<file path="config.mk">
export PLATFORM = sky130hd
export DESIGN_NAME = dpc_host
export DESIGN_NICKNAME = d
export VERILOG_FILES = /design/src/dpc_pkg.sv /design/src/dpc_sync_if.sv /design/src/dpc_sync.sv /design/src/dpc_host.sv
export SDC_FILE = /design/constraint.sdc
export NUM_CORES = 1
export LEC_CHECK = 0
export BUFFER_PORTS_ARGS = -buffer_cell sky130_fd_sc_hd__buf_2
export CORE_ASPECT_RATIO = 0.7
export CORE_MARGIN = 2
export CORE_UTILIZATION = 52
export DETAILED_ROUTE_END_ITERATION = 7
export GPL_TIMING_DRIVEN = 0
export PLACE_DENSITY = 0.87
export RECOVER_POWER = 50
export SLEW_MARGIN = 10
export SYNTH_ARGS = -nofsm -noshare
export SYNTH_HDL_FRONTEND = slang
export SYNTH_HIERARCHICAL = 1
export SYNTH_SLANG_ARGS = --single-unit
</file>
<file path="constraint.sdc">
create_clock -name hclk -period 4.5 [get_ports hclk]
set_input_delay 0.225 -clock hclk [delete_from_list [all_inputs] [get_ports hclk]]
set_output_delay 0.225 -clock hclk [all_outputs]
set_load 0.005 [all_outputs]
</file>
<file path="src/dpc_pkg.sv">
// Package of constants for the dual-port memory port controller.
package dpc_pkg;
    // Own register offsets (byte addresses on the AHB-Lite bus).
    localparam logic [7:0] REG_CTRL = 8'h00;
    localparam logic [7:0] REG_ADDR = 8'h04;
    localparam logic [7:0] REG_WDATA = 8'h08;
    localparam logic [7:0] REG_STATUS = 8'h0C;
    localparam logic [7:0] REG_RDATA = 8'h10;
    // Control register field positions.
    localparam int CTRL_GO = 0;
    localparam int CTRL_WRITE = 1;
    localparam int CTRL_FLAG = 2;
    localparam int CTRL_OE_IN_WR = 3;
    // Status register field positions.
    localparam int ST_BUSY = 0;
    localparam int ST_DONE = 1;
    localparam int ST_COLL = 2;
    localparam int ST_IRQ = 3;
    localparam int ST_FLAG_GRANTED = 4;
    // Mailbox addresses.
    localparam logic [12:0] MBOX_LEFT = 13'h1FFE;
    localparam logic [12:0] MBOX_RIGHT = 13'h1FFF;
    // Timing figures in ns and the cycle counts derived from them.
    localparam int CLK_NS = 25;
    localparam int WP_NS = 20;
    localparam int WZ_NS = 15;
    localparam int DW_NS = 15;
    localparam int WH_NS = 20;
    localparam int ACC_NS = 25;
    localparam int DDD_NS = 55;
    localparam int SWRD_NS = 5;
    localparam int WP_CYC = (WP_NS + CLK_NS - 1) / CLK_NS;
    localparam int WZDW_CYC = (WZ_NS + DW_NS + CLK_NS - 1) / CLK_NS;
    localparam int WH_CYC = (WH_NS + CLK_NS - 1) / CLK_NS;
    localparam int ACC_CYC = (ACC_NS + CLK_NS - 1) / CLK_NS;
    localparam int DDD_CYC = (DDD_NS + CLK_NS - 1) / CLK_NS;
    localparam int SWRD_CYC = (SWRD_NS + CLK_NS - 1) / CLK_NS;
    // Cycles for a pin change to pass the three stages and the output flop.
    localparam int SYNC_CYC = 4;
    localparam logic [3:0] CNT_ONE = 4'h1;
endpackage : dpc_pkg

</file>
<file path="src/dpc_sync_if.sv">
// Interface carrying raw pin levels into the synchroniser and clean levels out.
interface dpc_sync_if;
    logic busy_n_raw;
    logic irq_n_raw;
    logic busy_n;
    logic irq_n;
    modport sync (input busy_n_raw, input irq_n_raw, output busy_n,
                  output irq_n);
    modport user (output busy_n_raw, output irq_n_raw, input busy_n,
                  input irq_n);
endinterface : dpc_sync_if

</file>
<file path="src/dpc_sync.sv">
// Three-stage pin synchroniser that accepts a change once stages two and three agree.
module dpc_sync (
    input wire logic hclk,
    input wire logic hresetn,
    dpc_sync_if.sync s
);
    logic [2:0] busy_q, busy_d;
    logic [2:0] irq_q, irq_d;
    logic busy_out_q, busy_out_d;
    logic irq_out_q, irq_out_d;

    // Shift both pins in; the first stage feeds only the second.
    always_comb begin
        busy_d = {busy_q[1:0], s.busy_n_raw};
        irq_d = {irq_q[1:0], s.irq_n_raw};
        busy_out_d = (busy_q[1] == busy_q[2]) ? busy_q[2] : busy_out_q;
        irq_out_d = (irq_q[1] == irq_q[2]) ? irq_q[2] : irq_out_q;
    end

    // Pins idle high, so reset loads ones.
    always_ff @(posedge hclk or negedge hresetn) begin
        if (!hresetn) begin
            busy_q <= 3'h7;
            irq_q <= 3'h7;
            busy_out_q <= 1'b1;
            irq_out_q <= 1'b1;
        end else begin
            busy_q <= busy_d;
            irq_q <= irq_d;
            busy_out_q <= busy_out_d;
            irq_out_q <= irq_out_d;
        end
    end

    assign s.busy_n = busy_out_q;
    assign s.irq_n = irq_out_q;
endmodule : dpc_sync

</file>
<file path="src/dpc_host.sv">
// Host-side port controller driving one port of a two-port memory from AHB-Lite.
//
// Function
// Address changes only while write strobe and port select are both high.
// Memory write happens in overlap of select low and strobe low.
// Select falls no earlier than strobe so device outputs stay off; here select falls a cycle before the strobe.
// Host drives write data only after device outputs are off.
// With output enable low, strobe covers turn-off plus set-up time.
// Flag accesses keep port select high throughout write and read.
// Flag value is seen on all eight data bits.
// A free flag reads as all ones.
// Contended flag goes to exactly one port; software checks readback.
// Master grants the port whose address and select settled first.
// Close accesses still give busy on exactly one side.
// Busy asserts within the access bound after address match.
// Busy asserts within the access bound after late select falls.
// Busy releases within the disable bound on mismatch or deselect.
// Read data is sampled only after the post-busy valid delay.
// In slave role busy is an input; no arbitration set-up applies.
// External busy must lead the strobe to inhibit a contending write.
// Strobe held at least write-hold time after busy releases.
// Far-port data is readable within the port-to-port bound.
// Left write of top address sets right interrupt; right read clears.
// Right write of next address sets left interrupt; left read clears.
// Writes are ignored while busy is driven low for this port.
// Both busy outputs are never low together.
// Eight flags chosen by address bits 0 to 2, written on bit 0.
// Zero takes a free flag; holder's one passes it to waiter.
// Busy low leaves mailbox interrupt flag unchanged.
//
// The AHB-Lite register port and the placing of the registers were chosen for this implementation.
module dpc_host #(
    parameter int AW = 13
) (
    input wire logic hclk,
    input wire logic hresetn,
    input wire logic hsel,
    input wire logic [31:0] haddr,
    input wire logic [1:0] htrans,
    input wire logic hwrite,
    input wire logic [2:0] hsize,
    input wire logic [31:0] hwdata,
    input wire logic hready,
    output logic hreadyout,
    output logic hresp,
    output logic [31:0] hrdata,
    output logic port_select_n,
    output logic flag_space_select_n,
    output logic write_strobe_n,
    output logic output_enable_n,
    output logic [AW-1:0] mem_addr,
    input wire logic [7:0] data_in,
    output logic [7:0] data_out,
    output logic data_oe,
    input wire logic busy_n,
    input wire logic mailbox_irq_n
);
    typedef enum logic [2:0] {S_IDLE, S_SETUP, S_STROBE, S_HOLD,
                              S_READ, S_GAP} dpc_state_e;

    dpc_sync_if sif ();
    dpc_sync u_sync (.hclk(hclk), .hresetn(hresetn), .s(sif));
    assign sif.busy_n_raw = busy_n; // Busy is only ever an input here.
    assign sif.irq_n_raw = mailbox_irq_n;

    dpc_state_e st_q, st_d;
    logic [3:0] cnt_q, cnt_d;
    logic [3:0] ctrl_q, ctrl_d;
    logic [AW-1:0] addr_q, addr_d;
    logic [7:0] wdata_q, wdata_d;
    logic [7:0] rdata_q, rdata_d;
    logic done_q, done_d, coll_q, coll_d;
    logic sel_q, sel_d, strobe_q, strobe_d, oe_q, oe_d, doe_q, doe_d;
    logic dph_q, dph_d, dwr_q, dwr_d;
    logic [7:0] dreg_q, dreg_d;
    logic [31:0] hrdata_q, hrdata_d;
    logic go;

    // Slave answers every access with zero wait states.
    assign hreadyout = 1'b1;
    assign hresp = 1'b0;
    assign hrdata = hrdata_q;
    assign go = dph_q && dwr_q && dreg_q == dpc_pkg::REG_CTRL &&
                hwdata[dpc_pkg::CTRL_GO] && st_q == S_IDLE;

    // Bus decode: address phase captured, register effects in data phase.
    always_comb begin
        dph_d = hsel && hready && htrans[1];
        dwr_d = hwrite;
        dreg_d = haddr[7:0];
        ctrl_d = ctrl_q;
        addr_d = addr_q;
        wdata_d = wdata_q;
        hrdata_d = 32'h0000_0000;
        // Registers load only while idle, so pins never move mid-cycle.
        if (dph_q && dwr_q && st_q == S_IDLE) begin
            unique case (dreg_q)
                dpc_pkg::REG_CTRL: ctrl_d = hwdata[3:0];
                dpc_pkg::REG_ADDR: addr_d = hwdata[AW-1:0];
                dpc_pkg::REG_WDATA: wdata_d = hwdata[7:0];
                default: ;
            endcase
        end
        if (dph_d && !hwrite) begin
            unique case (haddr[7:0])
                dpc_pkg::REG_CTRL: hrdata_d = {28'h0, ctrl_q};
                dpc_pkg::REG_ADDR: hrdata_d = {{(32-AW){1'b0}}, addr_q};
                dpc_pkg::REG_WDATA: hrdata_d = {24'h0, wdata_q};
                dpc_pkg::REG_STATUS: hrdata_d = {27'h0,
                    ~rdata_q[0], ~sif.irq_n, coll_q, done_q,
                    st_q != S_IDLE};
                dpc_pkg::REG_RDATA: hrdata_d = {24'h0, rdata_q};
                default: hrdata_d = 32'h0000_0000;
            endcase
        end
    end

    // Pin sequencer. The address is only loaded while idle, so it moves
    // only with select and strobe high.
    always_comb begin
        st_d = st_q;
        cnt_d = cnt_q;
        sel_d = sel_q;
        strobe_d = strobe_q;
        oe_d = oe_q;
        doe_d = doe_q;
        rdata_d = rdata_q;
        done_d = done_q;
        coll_d = coll_q;
        if (go)
            done_d = 1'b0;
        unique case (st_q)
            S_IDLE: begin
                if (go) begin
                    // Select asserted a cycle before the strobe.
                    sel_d = 1'b1;
                    oe_d = !hwdata[dpc_pkg::CTRL_WRITE] ||
                           hwdata[dpc_pkg::CTRL_OE_IN_WR];
                    cnt_d = dpc_pkg::CNT_ONE;
                    st_d = hwdata[dpc_pkg::CTRL_WRITE] ? S_SETUP : S_READ;
                end
            end
            S_SETUP: begin
                strobe_d = 1'b1;
                // Output enable low stretches the pulse.
                // The pulse also spans the busy delay and the synchroniser,
                // so a collision is seen before the strobe can end.
                cnt_d = 4'(dpc_pkg::ACC_CYC + dpc_pkg::SYNC_CYC
                    + (oe_q ? dpc_pkg::WZDW_CYC : dpc_pkg::WP_CYC));
                st_d = S_STROBE;
            end
            S_STROBE: begin
                doe_d = 1'b1; // Data only after strobe turned outputs off.
                if (!sif.busy_n) begin
                    // Write is inhibited while busy; wait it out.
                    coll_d = 1'b1;
                    cnt_d = 4'(dpc_pkg::WH_CYC);
                end else if (cnt_q <= dpc_pkg::CNT_ONE) begin
                    st_d = S_HOLD;
                end else begin
                    cnt_d = cnt_q - dpc_pkg::CNT_ONE;
                end
            end
            S_HOLD: begin
                // Strobe released first, data held one more cycle.
                strobe_d = 1'b0;
                st_d = S_GAP;
                cnt_d = 4'(dpc_pkg::SWRD_CYC);
            end
            S_READ: begin
                // Busy stalls a read; sample after far-port delay.
                if (!sif.busy_n) begin
                    coll_d = 1'b1;
                    cnt_d = 4'(dpc_pkg::DDD_CYC);
                end else if (cnt_q <= dpc_pkg::CNT_ONE) begin
                    rdata_d = data_in; // Flag value on all bits.
                    st_d = S_GAP;
                    cnt_d = 4'(dpc_pkg::SWRD_CYC);
                end else begin
                    cnt_d = cnt_q - dpc_pkg::CNT_ONE;
                end
            end
            S_GAP: begin
                sel_d = 1'b0;
                oe_d = 1'b0;
                doe_d = 1'b0;
                if (cnt_q <= dpc_pkg::CNT_ONE) begin
                    st_d = S_IDLE;
                    done_d = 1'b1;
                end else begin
                    cnt_d = cnt_q - dpc_pkg::CNT_ONE;
                end
            end
            default: st_d = S_IDLE;
        endcase
        if (st_q == S_IDLE && go && !hwdata[dpc_pkg::CTRL_WRITE])
            // Reads wait until a busy answer has cleared the synchroniser.
            cnt_d = 4'(dpc_pkg::ACC_CYC + dpc_pkg::SYNC_CYC);
    end

    // Pins derive from registers; flag space picks one of two selects.
    // Flag writes carry the bit on data bit 0 and flag address in bits 2:0.
    assign port_select_n = !(sel_q && !ctrl_q[dpc_pkg::CTRL_FLAG]);
    assign flag_space_select_n = !(sel_q && ctrl_q[dpc_pkg::CTRL_FLAG]);
    assign write_strobe_n = !strobe_q;
    assign output_enable_n = !oe_q;
    assign mem_addr = addr_q;
    assign data_out = wdata_q;
    assign data_oe = doe_q;

    // Registers; select and strobe reset high on the pins.
    always_ff @(posedge hclk or negedge hresetn) begin
        if (!hresetn) begin
            st_q <= S_IDLE;
            cnt_q <= 4'h0;
            ctrl_q <= 4'h0;
            addr_q <= '0;
            wdata_q <= 8'h00;
            rdata_q <= 8'hFF;
            done_q <= 1'b0;
            coll_q <= 1'b0;
            sel_q <= 1'b0;
            strobe_q <= 1'b0;
            oe_q <= 1'b0;
            doe_q <= 1'b0;
            dph_q <= 1'b0;
            dwr_q <= 1'b0;
            dreg_q <= 8'h00;
            hrdata_q <= 32'h0000_0000;
        end else begin
            st_q <= st_d;
            cnt_q <= cnt_d;
            ctrl_q <= ctrl_d;
            addr_q <= addr_d;
            wdata_q <= wdata_d;
            rdata_q <= rdata_d;
            done_q <= done_d;
            coll_q <= coll_d;
            sel_q <= sel_d;
            strobe_q <= strobe_d;
            oe_q <= oe_d;
            doe_q <= doe_d;
            dph_q <= dph_d;
            dwr_q <= dwr_d;
            dreg_q <= dreg_d;
            hrdata_q <= hrdata_d;
        end
    end
endmodule : dpc_host

</file>
### Word level (Yosys, flattened, before mapping)

Cells that the tools add are included.

| word-level totals | value |
|---|---|
| bits in registers | 96 |
| bits of input ports | 84 |
| output and inout port bits | 60 |
| word-level logic and storage cells | 110 |

| operators by class | value |
|---|---|
| magnitude comparators | 1 |
| add/sub/neg operators | 2 |
| reduce and logical (&&, ||, !) cells | 37 |
| bitwise logic cells | 3 |
| multiplexer cells | 27 |
| eq/ne operators | 20 |

Operators by type and width:

| cell | number |
|---|---|
| case mux 13 bit (5 select lines) | 1 |
| == test 8 x 4 -> 1 bit (second input constant) | 3 |
| two-way mux 4 bit | 6 |
| case mux 4 bit (6 select lines) | 1 |
| two-way mux 3 bit | 7 |
| case mux 3 bit (6 select lines) | 1 |
| == test 8 x 3 -> 1 bit (second input constant) | 2 |
| logical NOT 8 bit | 2 |
| two-way mux 13 bit | 1 |
| logical AND 1 bit | 12 |
| AND reduction 2 bit | 6 |
| == test 8 x 5 -> 1 bit (second input constant) | 1 |
| != test 2 bit (second input constant) | 4 |
| case mux 1 bit (2 select lines) | 4 |
| logical NOT 1 bit | 7 |
| nonzero test 7 bit | 1 |
| == test 3 x 2 -> 1 bit (second input constant) | 2 |
| == test 3 bit (second input constant) | 2 |
| AND reduction 6 bit | 1 |
| nonzero test 2 bit | 3 |
| two-way mux 1 bit | 5 |
| adder 3 x 2 -> 4 bit (first input constant) | 1 |
| less-or-equal comparator 4 x 1 -> 1 bit (second input constant) | 1 |
| != test 2 x 1 -> 1 bit (second input constant) | 2 |
| other kinds (11) | 14 |

### Longest topological paths before layout

| logic depth | value |
|---|---|
| depth after elaboration | 8 |
| mapped depth | 9 |

### Modules after synthesis

The synthesis kept the hierarchy.

Modules (own cells, without submodules):

| module | area an instance (um^2) | cells an instance | times used |
|---|---|---|---|
| dpc_host | 3299.4 | 272 | 1 |
| dpc_sync | 232.7 | 10 | 1 |

### Worst setup path before layout

OpenSTA, ideal clock, no wires.

| path | value |
|---|---|
| path type | register to register |
| from | register cnt_q[1] |
| to | register cnt_q[0] |
| period minus slack after synthesis | 2.014 ns |
| library setup time | 0.131 ns |
| setup slack | 2.486 ns |
| required time | 4.369 ns |
| stages on the path, launching flop included | 10 |
| path buffers | 0 |
| arrival time | 1.883 ns |
| cells stage by stage | dfrtp_1 > inv_1 > ha_1 > nor2_1 > nor3_1 > inv_1 > ha_1 > nand2b_1 > a311oi_1 > a211oi_1 |

| on the way | value |
|---|---|
| cells in the longest elaborated chain, start to end | 5 |
| elaborated cells on any way between the ends | 7 |
| classes of those cells | 1 x order compare; 6 x mux |

RTL lines:

| element | RTL line | source |
|---|---|---|
| start, declared | dpc_host.sv:67 | `logic [3:0] cnt_q, cnt_d;` |
| start signal, assigned | dpc_host.sv:232 | `cnt_q <= cnt_d;` |
| less-or-equal comparator 4 x 1 -> 1 bit (*) | dpc_host.sv:158, dpc_host.sv:175, dpc_host.sv:187 |  |
| two-way mux 4 bit, on equally long branches (2 in a row) | -- |  |
| case mux 4 bit (6 select lines) (*) | dpc_host.sv:132 | `unique case (st_q)` |
| two-way mux 4 bit (*) | dpc_host.sv:196 | `if (st_q == S_IDLE && go && !hwdata[dpc_pkg::CTRL_WRITE])` |

Mark *: on every way between the ends. The rest lies on a longest branch, timed or not.
A chain may end at the register's enable or synchronous reset.

### Worst setup path after layout

| path | value |
|---|---|
| from | register cnt_q[0] |
| to | register cnt_q[0] |

| on the way | value |
|---|---|
| cells in the longest elaborated chain, start to end | 5 |
| elaborated cells on any way between the ends | 8 |
| classes of those cells | 1 x add/sub; 1 x order compare; 6 x mux |

RTL lines:

| element | RTL line |
|---|---|
| subtractor 4 x 1 -> 4 bit or less-or-equal comparator 4 x 1 -> 1 bit (tied branches) | -- |
| two-way mux 4 bit, on equally long branches | dpc_host.sv:175, dpc_host.sv:158, dpc_host.sv:187 |
| two-way mux 4 bit, on equally long branches | dpc_host.sv:172, dpc_host.sv:154 |
| case mux 4 bit (6 select lines) (*) | dpc_host.sv:132 |
| two-way mux 4 bit (*) | dpc_host.sv:196 |

Marked as above.

==> results list <==
* Inserted Diodes: 0
- With fillers left out, the area of the finished cells amounts to 0.004409 mm².
- Post-cts repair resize count: 0
- Of the available clock period, the critical path in the final layout requires 54.68%.
* Maximum buffer depth of the clock tree: 2
* Final core area utilization: 66.18%
* Number of unique standard cell types used by synthesis: 55
- Storage element area: 0.001947 mm²
* Worst slack at placement: 2.079 ns
* Top FF cell, synth: sky130_fd_sc_hd__dfrtp_1
* Row Count: 25
- The routed design has 7969 µm of wire.
- Total half-perimeter wirelength after legalization and detailed placement: 5938 µm
- Combined area of all synthesized cells: 0.003532 mm²
- Leakage power figure: 0.002133 µW
- STA classifies the critical path endpoint as a register.
- The H-tree generated during clock tree synthesis spans 3 levels.
- Via count of the first global-routing pass: 2507
* Number of enable-type register cells in the synthesized netlist: 0
* Result of the run: complete, no violations
- The number of failing hold endpoints at the final stage was 0.
- 144 I/O pins were placed.
- Final critical delay including setup and external delays: 2.460 ns
* Net count reported at finish: 483
- Area taken by multi-input logic gates: 0.001415 mm²
- By area the synthesized netlist is led by sky130_fd_sc_hd__dfrtp_1 43%, sky130_fd_sc_hd__dfstp_2 12%, sky130_fd_sc_hd__mux2_2 7.7%, sky130_fd_sc_hd__buf_4 4.5%, sky130_fd_sc_hd__mux2_4 4.3%.
* Core area: 0.006663 mm²
- The root buffer cell chosen for the clock tree is sky130_fd_sc_hd__clkbuf_8.
- Adding up every negative setup slack in the final design gives 0 ns.
- The later pin in the worst-skew pair is clocked with a latency of 0.36 ns.
- Number of buffers created by CTS: 9
- For this block, the via count after detailed routing is 2536.
- Placed Cells: 471
- Final count of pins violating max slew: 0
- Final instance count without filler cells: 495
* Relative max-transition margin: 28.73%
- Number of maximum-capacitance violations: 0
* Clk pin slew, worst setup/hold paths: 0.08 ns
- STA classifies the critical path startpoint as a register.
- The top cell types in the final layout, fill and taps aside, are 68 x sky130_fd_sc_hd__buf_2, 61 x sky130_fd_sc_hd__dfrtp_1, 24 x sky130_fd_sc_hd__mux2_2, 21 x sky130_fd_sc_hd__buf_4, 21 x sky130_fd_sc_hd__conb_1.
- The first detailed-routing pass took 6 iterations.
- Share of cells above drive strength 1: 41.40%
- Data arrival time of the worst path: 2.70 ns
- Counting flops with an async set or reset pin after synthesis yields a share of 100.0%.
- Routability Congestion: 0.8958
* Worst EP required: 4.74 ns
* Worst Max-Slew Pin Slew: 1.069 ns
- Setup repair after global routing left no endpoint under its margin.
- Between clock sinks in the finished design, the worst skew comes to 0.006771 ns.
- Timing would allow up to 406.4 MHz.
* Mean number of vias per cell: 5.123
* Starting density of the core: 53.01%
- CTS tree: built
* Largest net degree at the start of global routing: 61
- Of all cell types, the one taking the most synthesized area is sky130_fd_sc_hd__dfrtp_1.
- Wire length of the first global-routing pass: 12440 µm
- From synthesis to final layout, the design area changed by 24.83%.
- In this run the power density over the cells is 448.6 mW/mm².
- Detail-routed net length per standard cell: 16.10 µm
- The count of nets left with antenna violations once routing finished came out at 0.
- Global-route total usage across every layer: 22.82%
* Chip width: 102.5 µm
* Initial antenna violation count: 0
- IO Port Bufs: 75
- Across all setup checks in the final design, the least slack found is 2.040 ns.
- Hold WC Path Type: primary input to register
- Once placement finished, the instance area stood at 0.004126 mm².
* Fillcell total: 534
* Most common cell after layout, fill and taps aside: sky130_fd_sc_hd__buf_2
- Along the worst path, the maximum fanout reaches 5.
- Setup CP Type: register to register
* Synth Instances: 282
* GRT overflow: 0
* Maximum vdd drop: 251.4 µV
* Fraction of synthesized cell area taken by the top area cell type: 43.22%
- The first routing iteration left 135 violations.
* Total Die Area: 0.007478 mm²
* Yosys warning total: 6
* Syn Area/Cell: 12.53 µm²
- Total of endpoints with negative setup slack in the final report: 0
- The die is 72.96 µm tall.
* Number of remaining DRC errors: 0
- The share of the Yosys chip area taken by registers is 55.12%.
- Synthesis inferred 77 register bits.
- Clock tree synthesis found a total of 77 sinks.
[area by class of cell]
cell class	count	area share [%]
plain buffers	30	4.597
clock buffers	10	2.894
clock inverters	6	2.015
inverters	10	0.8513
multi-input cells	184	32.09
flip-flops and latches	77	44.15
well taps	94	2.667
repair buffers	84	10.73
[metrics by stage]
stage	hold slack [ns]	total power (µW)
floorplan	-0.07059	1252
global placement	0.3303	1387
detailed placement	0.1167	1407
CTS	0.0008359	1984
global route	0.01232	2083
finish	0.01593	1978
[power breakdown]
part	internal [µW]	total, µW	switching [µW]
sequential	813	890	77.0
combinational	231	522	290
clock	312	566	254
total	1360	1980	621
[worst paths after layout]
path | depth (start not counted) | endpoint | from | slack, ns
hold / removal | 1 | dreg_q[5] | haddr[5] | 0.02
hold reg to reg | 0 | u_sync/busy_q[1] | u_sync/busy_q[0] | 0.36
setup / recovery | 9 | cnt_q[0] | cnt_q[0] | 2.04
max in group asynchronous | 3 | rdata_q[5] | hresetn | 3.05
min in group asynchronous | 2 | cnt_q[0] | hresetn | 0.58
setup reg to reg | 9 | cnt_q[0] | cnt_q[0] | 2.04
[synth_stat cells, drive strengths merged (2+ instances only)]
library cell and n:
a22o 5, buf 24, dfrtp 61, ha 3, a211o 3, nand2b 6, nor2 15, conb 2
a21oi 10, nand3 6, dfstp 16, nand4 4, nand4b 2, nor3 3, nor2b 7, o22ai 2
a221oi 3, nand2 10, mux4 2, maj3 2, mux2 34, and2 6, nor4 2, a211oi 3
nor3b 2, mux2i 3, o21ai 7, clkbuf 6, a21o 2, o2bb2ai 2, a22oi 5, and3 2
inv 9
[routing by layer]
layer	part of all wire, %	vias to the layer above	global-route usage [%]
met5	0	-	0
met1	45	1227	31.87
met4	1.1	0	7.852
met2	47	93	34.50
li1	-	1205	-
met3	6.9	11	6.609
[worst max-delay path, stage by stage, from the launching register on]
cell and delay (ns):
sky130_fd_sc_hd__dfrtp_1 0.44, sky130_fd_sc_hd__inv_1 0.11, sky130_fd_sc_hd__ha_1 0.22, sky130_fd_sc_hd__nor2_1 0.08, sky130_fd_sc_hd__nor3_1 0.46, sky130_fd_sc_hd__inv_1 0.19
sky130_fd_sc_hd__ha_1 0.33, sky130_fd_sc_hd__nand2b_1 0.14, sky130_fd_sc_hd__a311oi_1 0.28, sky130_fd_sc_hd__a211oi_1 0.08
[logic make-up after synthesis]
group	after synthesis	share of synthesized area, %
mux	39	14.03
buf+inv	40	6.801
simple gates	68	11.94
fa+ha+maj	5	1.700
flops	77	55.12
compound gates	51	10.20
other cells	2	0.2126
[registers in the layout (all words and copies together), names as in the netlist, 3 cells and up]
| signal | count |
|---|---|
| mem_addr | 13 |
| u_sync/irq_q | 3 |
| rdata_q | 8 |
| st_q | 3 |
| data_out | 8 |
| dreg_q | 8 |
| ctrl_q | 4 |
| cnt_q | 4 |
| hrdata | 13 |
| u_sync/busy_q | 3 |
[what timing repair did]
| action | 4_1_cts | 5_1_grt |
|---|---|---|
| setup buffers | 0 | 0 |
| endpoints found under the setup margin | 0 | 0 |
| hold buffers | 8 | 0 |
| hold endpoints to repair | 24 | 0 |
Note: power is estimated with default switching activity, not from simulation.
